==> config.mk <==
export PLATFORM = sky130hd
export DESIGN_NAME = wdt_dev_flat
export DESIGN_NICKNAME = d
export VERILOG_FILES = /design/src/common/wdt_pkg.sv /design/src/common/wdt_if.sv /design/src/logic/wdt_dev.sv /design/src/flat_wrapper.sv
export SDC_FILE = /design/constraint.sdc
export NUM_CORES = 1
export LEC_CHECK = 0
export BUFFER_PORTS_ARGS = -buffer_cell sky130_fd_sc_hd__buf_4
export CAP_MARGIN = 0
export CORE_UTILIZATION = 60
export CTS_CLUSTER_SIZE = 10
export DETAILED_ROUTE_END_ITERATION = 10
export HOLD_SLACK_MARGIN = 0.15
export PLACE_DENSITY = 0.83
export RECOVER_POWER = 25
export SKIP_LAST_GASP = 1
export SYNTH_ARGS = -nofsm -noshare
export SYNTH_HDL_FRONTEND = slang
export SYNTH_SLANG_ARGS = --single-unit
export TNS_END_PERCENT = 30
==> constraint.sdc <==
create_clock -name i_sys_clk -period 3.33 [get_ports i_sys_clk]
set_clock_uncertainty 0.15 [all_clocks]
set_input_delay 0.666 -clock i_sys_clk [delete_from_list [all_inputs] [get_ports i_sys_clk]]
set_output_delay 0.666 -clock i_sys_clk [all_outputs]
set_load 0.005 [all_outputs]
==> src/common/wdt_pkg.sv <==
package wdt_pkg;
  // Register offsets on the device interface
  localparam logic [1:0] WDC_OFS   = 2'h0;
  localparam logic [1:0] FLAGS_OFS = 2'h1;
  localparam logic [1:0] LVT_OFS   = 2'h2;
  localparam logic [1:0] STAT_OFS  = 2'h3;
  // Reset values
  localparam logic [7:0] WDC_RST   = 8'h53;
  localparam logic [7:0] LVT_RST   = 8'h55;
  // Valid guard codes
  localparam logic [4:0] WD_CODE_A = 5'h0a;
  localparam logic [4:0] WD_CODE_B = 5'h15;
  localparam logic [7:0] LV_CODE_A = 8'h55;
  localparam logic [7:0] LV_CODE_B = 8'h33;
  localparam logic [7:0] LV_CODE_C = 8'h99;
  localparam logic [7:0] LV_CODE_D = 8'haa;
  // Flags register field positions
  localparam int FL_WRF   = 0;
  localparam int FL_LRF   = 1;
  localparam int FL_UNDERVOLTAGE_RESET_FLAG  = 2;
  localparam int FL_HIRC  = 4;
  localparam int FL_FSYS  = 7;
  localparam logic [7:0] FL_WMASK = 8'hb7;
  // Status register field positions
  localparam int ST_PDF   = 0;
  localparam int ST_TO    = 1;
  // Debounce in subclock ticks (2 to 3 edges)
  localparam int DEBOUNCE_TICKS = 2;
  // Controller register map
  localparam logic [3:0] C_CMD    = 4'h0;
  localparam logic [3:0] C_WDATA  = 4'h1;
  localparam logic [3:0] C_RDATA  = 4'h2;
  localparam logic [3:0] C_ISTAT  = 4'h3;
  localparam logic [3:0] C_IMASK  = 4'h4;
  localparam logic [3:0] C_STATE  = 4'h5;
  // Command bits
  localparam int CMD_CLR  = 0;
  localparam int CMD_HALT = 1;
  localparam int CMD_WR   = 2;
  localparam int CMD_RD   = 3;
  localparam int CMD_WAKE = 4;
  localparam logic [7:0] FL_RSTVAL = 8'h00;
endpackage

==> src/common/wdt_if.sv <==
`timescale 1ns/1ns
`default_nettype none
interface wdt_if;
  logic       sub_tick;
  logic       clr_wd;
  logic       halt;
  logic       wake;
  logic [1:0] addr;
  logic [7:0] wdata;
  logic       wr;
  logic       rd;
  logic [7:0] rdata;
  logic       uv_qual;
  logic       sys_reset;
  logic       pc_sp_clear;
  logic       timeout_flag;
  logic       power_down_flag;
  logic       halted;
  modport dev (input sub_tick, clr_wd, halt, wake, addr, wdata, wr, rd, uv_qual,
               output rdata, sys_reset, pc_sp_clear, timeout_flag, power_down_flag, halted);
  modport core (output clr_wd, halt, wake, addr, wdata, wr, rd,
                input rdata, sys_reset, pc_sp_clear, timeout_flag, power_down_flag, halted,
                sub_tick, uv_qual);
endinterface
`default_nettype wire

==> src/logic/wdt_dev.sv <==
// The address-and-strobe port and the register offsets were decided locally.
`timescale 1ns/1ns
`default_nettype none
// Behaviour
// - Counter steps on subclock, also while halted
// - Select field picks 2^8 to 2^18 period
// - Only two enable codes keep watchdog running
// - Bad enable code resets after debounce
// - Bad enable code reset sets wd flag
// - Wd code flag set by hardware only
// - Reset loads 0x53; halted timeout keeps it
// - Running overflow resets and sets timeout flag
// - Halted overflow sets flag, clears PC/SP only
// - Code reset, clear, halt clear counter
// - Qualified undervoltage resets, sets its flag
// - Four threshold codes valid, else reset
// - Bad threshold code sets its flag
// - Undervoltage flag cleared only by software
// - Power-on zeroes PC, pins become inputs
// - Flags bits 6 and 3 read zero
// - Power-down flag: set by halt, clear by clear
// - Halted timeout leaves both flags one
module wdt_dev
  import wdt_pkg::*;
#(
  parameter int CNT_W = 18
) (
  input  wire logic i_sys_clk,
  input  wire logic i_nrst,
  wdt_if.dev        bus
);
  logic [7:0]       wdc_q;
  logic [7:0]       lvt_q;
  logic             wrf_q, lrf_q, undervoltage_reset_flag_q, fsys_q;
  logic [1:0]       hirc_q;
  logic             to_q, pdf_q, halted_q;
  logic [CNT_W-1:0] cnt_q;
  logic [1:0]       wd_deb_q, lv_deb_q;
  logic             sys_reset_q, pcsp_q;
  logic             wd_bad, lv_bad, wd_fire, lv_fire, ovf, soft_rst;
  logic [7:0]       rdata_q;

  function automatic logic lv_ok(input logic [7:0] c);
    lv_ok = (c == LV_CODE_A) || (c == LV_CODE_B) || (c == LV_CODE_C) || (c == LV_CODE_D);
  endfunction

  assign wd_bad  = !(wdc_q[7:3] == WD_CODE_A || wdc_q[7:3] == WD_CODE_B);
  assign lv_bad  = !lv_ok(lvt_q);
  assign wd_fire = wd_bad && bus.sub_tick && (wd_deb_q == 2'(DEBOUNCE_TICKS));
  assign lv_fire = lv_bad && bus.sub_tick && (lv_deb_q == 2'(DEBOUNCE_TICKS));
  // Overflow when all selected bits are ones on a tick
  always_comb begin
    logic [4:0] sh;
    sh = 5'd0;
    case (wdc_q[2:0])
      3'd0: sh = 5'd8;
      3'd1: sh = 5'd10;
      3'd2: sh = 5'd12;
      3'd3: sh = 5'd14;
      default: sh = 5'(5'd11 + {2'b00, wdc_q[2:0]});
    endcase
    ovf = bus.sub_tick && !wd_bad && (cnt_q == CNT_W'(({{(CNT_W-1){1'b0}}, 1'b1} << sh) - 1));
  end
  // A full reset reloads control registers, counters and halt state; timeout and power-down flags keep their values
  assign soft_rst = wd_fire || lv_fire || bus.uv_qual || (ovf && !halted_q);

  // Debounce counters on subclock ticks
  always_ff @(posedge i_sys_clk or negedge i_nrst) begin
    if (!i_nrst) begin
      wd_deb_q <= 2'd0;
      lv_deb_q <= 2'd0;
    end else begin
      if (!wd_bad || soft_rst) wd_deb_q <= 2'd0;
      else if (bus.sub_tick && wd_deb_q != 2'(DEBOUNCE_TICKS)) wd_deb_q <= wd_deb_q + 2'd1;
      if (!lv_bad || soft_rst) lv_deb_q <= 2'd0;
      else if (bus.sub_tick && lv_deb_q != 2'(DEBOUNCE_TICKS)) lv_deb_q <= lv_deb_q + 2'd1;
    end
  end

  // Watchdog counter, free running on the subclock
  always_ff @(posedge i_sys_clk or negedge i_nrst) begin
    if (!i_nrst) begin
      cnt_q <= '0;
    end else if (soft_rst || bus.clr_wd || bus.halt || ovf) begin
      cnt_q <= '0;
    end else if (bus.sub_tick && !wd_bad) begin
      cnt_q <= cnt_q + CNT_W'(1);
    end
  end

  // Control registers; halted timeout leaves them alone
  always_ff @(posedge i_sys_clk or negedge i_nrst) begin
    if (!i_nrst) begin
      wdc_q  <= WDC_RST;
      lvt_q  <= LVT_RST;
      fsys_q <= 1'b0;
      hirc_q <= 2'b00;
    end else if (soft_rst) begin
      wdc_q  <= WDC_RST;
      lvt_q  <= LVT_RST;
      fsys_q <= 1'b0;
      hirc_q <= 2'b00;
    end else if (bus.wr) begin
      if (bus.addr == WDC_OFS) wdc_q <= bus.wdata;
      if (bus.addr == LVT_OFS) lvt_q <= bus.wdata;
      if (bus.addr == FLAGS_OFS) begin
        fsys_q <= bus.wdata[FL_FSYS];
        hirc_q <= bus.wdata[FL_HIRC+:2];
      end
    end
  end

  // Sticky reset cause flags, set wins over software clear
  always_ff @(posedge i_sys_clk or negedge i_nrst) begin
    if (!i_nrst) begin
      wrf_q  <= 1'b0;
      lrf_q  <= 1'b0;
      undervoltage_reset_flag_q <= 1'b0;
    end else begin
      if (wd_fire) wrf_q <= 1'b1;
      else if (bus.wr && bus.addr == FLAGS_OFS && !bus.wdata[FL_WRF]) wrf_q <= 1'b0;
      if (lv_fire) lrf_q <= 1'b1;
      else if (bus.wr && bus.addr == FLAGS_OFS && !bus.wdata[FL_LRF]) lrf_q <= 1'b0;
      if (bus.uv_qual) undervoltage_reset_flag_q <= 1'b1;
      else if (bus.wr && bus.addr == FLAGS_OFS && !bus.wdata[FL_UNDERVOLTAGE_RESET_FLAG]) undervoltage_reset_flag_q <= 1'b0;
    end
  end

  // Timeout and power-down flags, halt state
  always_ff @(posedge i_sys_clk or negedge i_nrst) begin
    if (!i_nrst) begin
      to_q     <= 1'b0;
      pdf_q    <= 1'b0;
      halted_q <= 1'b0;
    end else begin
      if (ovf) to_q <= 1'b1;
      else if (bus.clr_wd || bus.halt) to_q <= 1'b0;
      if (bus.halt) pdf_q <= 1'b1;
      else if (bus.clr_wd) pdf_q <= 1'b0;
      if (soft_rst || ovf || bus.wake) halted_q <= 1'b0;
      else if (bus.halt) halted_q <= 1'b1;
    end
  end

  // One-cycle reset pulses to the core
  always_ff @(posedge i_sys_clk or negedge i_nrst) begin
    if (!i_nrst) begin
      sys_reset_q <= 1'b0;
      pcsp_q      <= 1'b0;
    end else begin
      sys_reset_q <= soft_rst;
      pcsp_q      <= ovf && halted_q;
    end
  end

  // Read data one cycle after the strobe
  always_ff @(posedge i_sys_clk or negedge i_nrst) begin
    if (!i_nrst) begin
      rdata_q <= 8'h00;
    end else if (bus.rd) begin
      case (bus.addr)
        WDC_OFS:   rdata_q <= wdc_q;
        FLAGS_OFS: rdata_q <= {fsys_q, 1'b0, hirc_q, 1'b0, undervoltage_reset_flag_q, lrf_q, wrf_q};
        LVT_OFS:   rdata_q <= lvt_q;
        STAT_OFS:  rdata_q <= {5'd0, halted_q, to_q, pdf_q};
        default:   rdata_q <= 8'h00;
      endcase
    end
  end

  assign bus.rdata           = rdata_q;
  assign bus.sys_reset       = sys_reset_q;
  assign bus.pc_sp_clear     = pcsp_q;
  assign bus.timeout_flag    = to_q;
  assign bus.power_down_flag = pdf_q;
  assign bus.halted          = halted_q;
endmodule
`default_nettype wire

==> src/flat_wrapper.sv <==
// flat-port wrapper written by rule: the top's interface ports become plain ports
module wdt_dev_flat import wdt_pkg::*;
#(
  parameter int CNT_W = 18
)
  (i_sys_clk, i_nrst, bus_sub_tick, bus_clr_wd, bus_halt, bus_wake, bus_addr, bus_wdata, bus_wr, bus_rd, bus_uv_qual, bus_rdata, bus_sys_reset, bus_pc_sp_clear, bus_timeout_flag, bus_power_down_flag, bus_halted);
  wdt_if bus_i ();
  input  wire logic i_sys_clk;
  input  wire logic i_nrst;
  input wire logic [$bits(bus_i.sub_tick)-1:0] bus_sub_tick;
  input wire logic [$bits(bus_i.clr_wd)-1:0] bus_clr_wd;
  input wire logic [$bits(bus_i.halt)-1:0] bus_halt;
  input wire logic [$bits(bus_i.wake)-1:0] bus_wake;
  input wire logic [$bits(bus_i.addr)-1:0] bus_addr;
  input wire logic [$bits(bus_i.wdata)-1:0] bus_wdata;
  input wire logic [$bits(bus_i.wr)-1:0] bus_wr;
  input wire logic [$bits(bus_i.rd)-1:0] bus_rd;
  input wire logic [$bits(bus_i.uv_qual)-1:0] bus_uv_qual;
  output wire logic [$bits(bus_i.rdata)-1:0] bus_rdata;
  output wire logic [$bits(bus_i.sys_reset)-1:0] bus_sys_reset;
  output wire logic [$bits(bus_i.pc_sp_clear)-1:0] bus_pc_sp_clear;
  output wire logic [$bits(bus_i.timeout_flag)-1:0] bus_timeout_flag;
  output wire logic [$bits(bus_i.power_down_flag)-1:0] bus_power_down_flag;
  output wire logic [$bits(bus_i.halted)-1:0] bus_halted;
  assign bus_i.sub_tick = bus_sub_tick;
  assign bus_i.clr_wd = bus_clr_wd;
  assign bus_i.halt = bus_halt;
  assign bus_i.wake = bus_wake;
  assign bus_i.addr = bus_addr;
  assign bus_i.wdata = bus_wdata;
  assign bus_i.wr = bus_wr;
  assign bus_i.rd = bus_rd;
  assign bus_i.uv_qual = bus_uv_qual;
  assign bus_rdata = bus_i.rdata;
  assign bus_sys_reset = bus_i.sys_reset;
  assign bus_pc_sp_clear = bus_i.pc_sp_clear;
  assign bus_timeout_flag = bus_i.timeout_flag;
  assign bus_power_down_flag = bus_i.power_down_flag;
  assign bus_halted = bus_i.halted;
  wdt_dev #(.CNT_W(CNT_W)) u_core (.i_sys_clk(i_sys_clk), .i_nrst(i_nrst), .bus(bus_i));
endmodule
==> results of run 1 <==
-- flip-flops by register name, indices dropped and copies added (netlist names) --
| register | count |
|---|---|
| u_core.lv_deb_q | 2 |
| u_core.lvt_q | 8 |
| u_core.bus.timeout_flag | 1 |
| u_core.bus.sys_reset | 1 |
| u_core.bus.power_down_flag | 1 |
| u_core.hirc_q | 2 |
| u_core.wrf_q | 1 |
| u_core.fsys_q | 1 |
| u_core.undervoltage_reset_flag_q | 1 |
| u_core.wdc_q | 8 |
| u_core.lrf_q | 1 |
| u_core.cnt_q | 18 |
| u_core.bus.halted | 1 |
| u_core.bus.rdata | 8 |
| u_core.bus.pc_sp_clear | 1 |
| u_core.wd_deb_q | 2 |
-- layout by cell type (no fill, tap or decap), types with 3 or more instances in the layout --
cell type	instances
mux2_2	5
dfstp_2	8
inv_1	14
xor2_1	12
nor3_1	14
ha_1	8
nor4_1	3
nand2_1	22
dfrtp_1	49
o21ai_0	6
buf_4	38
nand3_1	15
and3_1	4
nor4b_1	4
a21oi_1	13
nand4_1	7
mux4_2	3
nor2_1	35
mux2i_1	24
nand2b_1	9
nor3b_1	13
clkbuf_8	10
nand3b_1	11
xnor2_1	14
nor4bb_1	4
-- logic make-up after synthesis --
group / count (synthesis) / share of synthesized area [%]
compound gates: 47 / 9.41
xor+xnor: 26 / 6.41
fa+ha+maj: 8 / 2.82
mux: 32 / 10.2
buf+inv: 33 / 4.86
flops: 57 / 40.4
simple gates: 156 / 25.8
-- power breakdown --
group / switching [mW] / internal, mW
sequential: 0.0197 / 0.721
combinational: 0.118 / 0.0983
clock: 0.298 / 0.444
-- area by class of cell --
type                       count  area (um2)  share of cell area, %
clock buffer                  10         138                   3.40
clock inverter                 6        90.1                   2.22
inverter                      14        52.6                   1.30
multi-input combinational    269        1950                   48.2
sequential                    57        1440                   35.4
tap                           72        90.1                   2.22
timing repair buffer          40         294                   7.26
-- metrics by stage --
stage               util, %  std cells
global route           72.3        468
global placement       68.3        452
floorplan                 -        359
finish                 72.3        468
detailed placement     68.3        452
CTS                    72.4        468
-- critical path: stages (launching register included) --
cell	delay, ns
dfstp_2	0.54
inv_1	0.09
ha_1	0.19
inv_1	0.05
ha_1	0.31
nand4bb_1	0.26
or3_1	0.34
nand3_1	0.12
and3_1	0.17
o2111ai_2	0.14
nor4_4	0.28
buf_4	0.27
nand3b_1	0.15
-- final timing paths --
| kind | from | end | depth (start not counted) |
|---|---|---|---|
| max | u_core.wdc_q[1] | u_core.wdc_q[4] | 12 |
| min | bus_wake | u_core.bus.halted | 2 |
| max reg2reg | u_core.wdc_q[1] | u_core.wdc_q[4] | 12 |
| min reg2reg | u_core.bus.rdata[2] | u_core.bus.rdata[2] | 1 |
| max in group asynchronous | i_nrst | u_core.bus.rdata[3] | 1 |
| min in group asynchronous | i_nrst | u_core.cnt_q[0] | 1 |
-- per-layer routing --
| layer | GRT usage [%] | wire (um) | share of wire [%] |
|---|---|---|---|
| met1 | 42.5 | 3810 | 46 |
| met2 | 44.5 | 3790 | 46 |
| met3 | 5.06 | 499 | 6.1 |
| met4 | 9.45 | 108 | 1.3 |
| met5 | 0 | 0 | 0 |
==> impl_metrics.yaml, run 1 <==
pwr:
  ir_drop_mv: 0.266
  p_total_mw: 1.70
  p_leak_nw: 1.76
  power_density_nw_per_um2: 419
final_layout:
  nets: 418
  final_cell_area_um2: 4050
  syn_to_final_growth_pct: 14.1
  nFillCells: 426
  diodes: 0
  drive_above_1_share_pct: 21.2
floorplan:
  start_util_pct: 63.3
  dieArea_um2: 6230
  die_h_um: 78.9
  ios: 32
  die_w_um: 78.9
  core_um2: 5610
  rows: 27
synthesis:
  synth.top_cells.by_count: "49 x dfrtp_1, 35 x nor2_1, 24 x mux2i_1, 22 x nand2_1, 15 x nand3_1"
  synthArstFlopShare_pct: 100
  synth_seq_cells: 57
  yosysWarnings: 0
  synth_most_common_cell: "dfrtp_1"
  synthDistinctLibCells: 61
  syn-num-nets: 386
  synthTopCellsByArea: "dfrtp_1 35%, mux2i_1 6.8%, dfstp_2 5.9%"
  netlist_area_um2: 3550
  yosys.area.top_type: "dfrtp_1"
  syn_area_per_cell_um2: 9.89
  yosys.area.top_type_share_pct: 34.5
  ys_seq_area_share_pct: 40.4
  synth_edf_count: 0
  synth_ff_type: "dfrtp_1"
  syn_inst: 359
place:
  dpl.hpwl_um: 5720
  place_ws_ns: 0.315
  portBuffers: 31
  routabilityCongestion: 0.846
  placed_cell_area_um2: 3830
cts:
  clkLatencyLatePin_ns: 0.33
  clockBufferDepth: 2
  clkTransAtPathRegs_ns: 0.07
  post_cts_resized: 0
  root_buffer: "clkbuf_8"
  ctsHoldBuffers: 0
  cts_made_buffers: 9
  cts.sinks: 57
  htreeDepth: 3
  tritoncts: "built"
  postCtsSetupBuffers: 0
timing:
  setup-tns-final_ns: 0
  hold_violations: 0
  max_freq_mhz: 321
  setup_ws_ns: 0.216
  finalCritPeriodShare_pct: 93.5
  post-route-min-period_ns: 3.11
  rsz0062_at_grt: "false"
  maxSlewHeadroom_pct: 6.90
  worst_pin_slew_ns: 1.40
  slew_violations: 0
  holdWs_ns: 0.341
  finalSetupViolCount: 0
flow_run:
  max_cap_viol_count: 0
worst_setup_path:
  cp-start-kind: "flop"
  crit_required_ns: 3.45
  ff2ff_setup_slack_ns: 0.22
  end_kind: "flop"
  arrival_ns: 3.23
  crit_type: "reg -> reg"
  critPathMaxFanout: 22
global_routing:
  grt_overflow: 0
  grt_pass1_vias: 2812
  grt_pass1_wl_um: 13900
  antenna_found_initial: 0
  grt_max_degree: 58
  grt_util_all_layers_pct: 29.2
routing:
  drc: 0
  drt.antenna.violating_nets: 0
  routed_via_density: 6.13
  wire_per_inst_um: 17.6
  drtPass1Iterations: 5
  wl_um: 8210
  dr_total_vias: 2871
  drtIter0Drc: 255
status:
  status: "completed"
worst_hold_path:
  min_path_type: "in -> reg"
(Power assumes the default switching activity.)
==> run 2, diff against run 1 <==
Settings changed: CTS_CLUSTER_SIZE 10 to unset, RECOVER_POWER 25 to unset.
==> impl_metrics.yaml, run 2 (synthesis gave the netlist of run 1 again) <==
status:
  status: "completed"
flow_run:
  max_cap_viol_count: 0
place:
  portBuffers: 31
  place_ws_ns: 0.315
  routabilityCongestion: 0.846
  dpl.hpwl_um: 5720
routing:
  wl_um: 8190
  drtIter0Drc: 260
  wire_per_inst_um: 17.5
  drc: 0
  dr_total_vias: 2860
  routed_via_density: 6.11
  drt.antenna.violating_nets: 0
  drtPass1Iterations: 5
final_layout:
  largest_reg_flops: 18
  diodes: 0
  mostFrequentLayoutCells: "49 x dfrtp_1, 40 x buf_4, 35 x nor2_1"
  nets: 418
  nFillCells: 423
  syn_to_final_growth_pct: 14.3
  top_register: "u_core.cnt_q"
  drive_above_1_share_pct: 21.5
  final_common_cell: "dfrtp_1"
cts:
  post_cts_resized: 0
  htreeDepth: 3
  cts.sinks: 57
  tritoncts: "built"
  ctsHoldBuffers: 0
  clockBufferDepth: 2
  postCtsSetupBuffers: 0
  cts_made_buffers: 9
  root_buffer: "clkbuf_8"
  clkLatencyLatePin_ns: 0.33
  clkTransAtPathRegs_ns: 0.07
timing:
  maxSlewHeadroom_pct: 52.2
  post-route-min-period_ns: 3.10
  setup_ws_ns: 0.229
  finalCritPeriodShare_pct: 93.1
  max_freq_mhz: 323
  setup-tns-final_ns: 0
  worst_pin_slew_ns: 0.717
  slew_violations: 0
  finalSetupViolCount: 0
  hold_violations: 0
  rsz0062_at_grt: "false"
worst_setup_path:
  rr_startpoint: "u_core.wdc_q[1]"
  r2r_end: "u_core.wdc_q[4]"
  critPathMaxFanout: 22
  cp-start-kind: "flop"
  crit_required_ns: 3.45
  rr_worst_depth: 12
  arrival_ns: 3.22
  ff2ff_setup_slack_ns: 0.23
  crit_type: "reg -> reg"
  end_kind: "flop"
global_routing:
  antenna_found_initial: 0
  grt_overflow: 0
  grt_util_all_layers_pct: 29.2
  grt_pass1_wl_um: 13900
  grt_pass1_vias: 2812
  grt_max_degree: 58
pwr:
  ir_drop_mv: 0.266
  p_total_mw: 1.70
  p_leak_nw: 1.76
  power_density_nw_per_um2: 419
floorplan:
  rows: 27
  start_util_pct: 63.3
  die_h_um: 78.9
  die_w_um: 78.9
  core_um2: 5610
  ios: 32
  dieArea_um2: 6230
worst_hold_path:
  min_path_type: "in -> async"
run 2: area by class of cell:
type	instances	area (um2)	area share, %
clock inverter	6	90.1	2.22
tap	72	90.1	2.22
clock buffer	10	138	3.39
multi-input combinational	269	1950	48.1
timing repair buffer	40	300	7.40
inverter	14	52.6	1.29
sequential	57	1440	35.4
run 2: layer usage:
layer	track usage [%]	wire length, um	part of all wire (%)	up-vias
li1	-	-	-	1358
met1	42.5	3750	46	1384
met2	44.5	3790	46	108
met3	5.06	540	6.6	10
met4	9.45	108	1.3	0
met5	0	0	0	-
run 2: where the power goes:
| group | total, mW | internal (mW) | switching [mW] | leakage [nW] |
|---|---|---|---|---|
| registers | 0.740 | 0.721 | 0.0196 | 0.740 |
| clock network | 0.744 | 0.444 | 0.300 | 0.113 |
| logic | 0.217 | 0.0992 | 0.118 | 0.911 |
run 2: worst max-delay path by stage:
stage / start / end / slack [ns] / cells after the start
final: u_core.wdc_q[1] / u_core.wdc_q[4] / 0.23 / 12
after global routing: u_core.wdc_q[0] / u_core.fsys_q / 0.05 / 12
after CTS: u_core.wdc_q[0] / u_core.lv_deb_q[1] / 0.25 / 12
after detailed placement: u_core.wdc_q[0] / u_core.lv_deb_q[1] / 0.31 / 12
after global placement: u_core.wdc_q[0] / u_core.lv_deb_q[0] / 0.36 / 12
after floorplan: u_core.wdc_q[0] / u_core.lvt_q[1] / 0.27 / 14
run 2: per-stage QoR:
step | hold WS, ns | utilization (%) | instances | instance area (um2)
after global routing | 0.301 | 72.4 | 468 | 4060
after CTS | 0.262 | 72.4 | 468 | 4060
after floorplan | 0.220 | - | 359 | 3550
final | 0.240 | 72.4 | 468 | 4060
after detailed placement | 0.350 | 68.3 | 452 | 3830
after global placement | 0.344 | 68.3 | 452 | 3830
run 2: worst max-delay path, stage by stage, from the launching register on:
cell and delay, ns:
dfstp_2 0.54, inv_1 0.09, ha_1 0.19, inv_1 0.05
ha_1 0.30, nand4bb_1 0.25, or3_1 0.34, nand3_1 0.12
and3_1 0.17, o2111ai_2 0.14, nor4_4 0.28, buf_4 0.27
nand3b_1 0.15
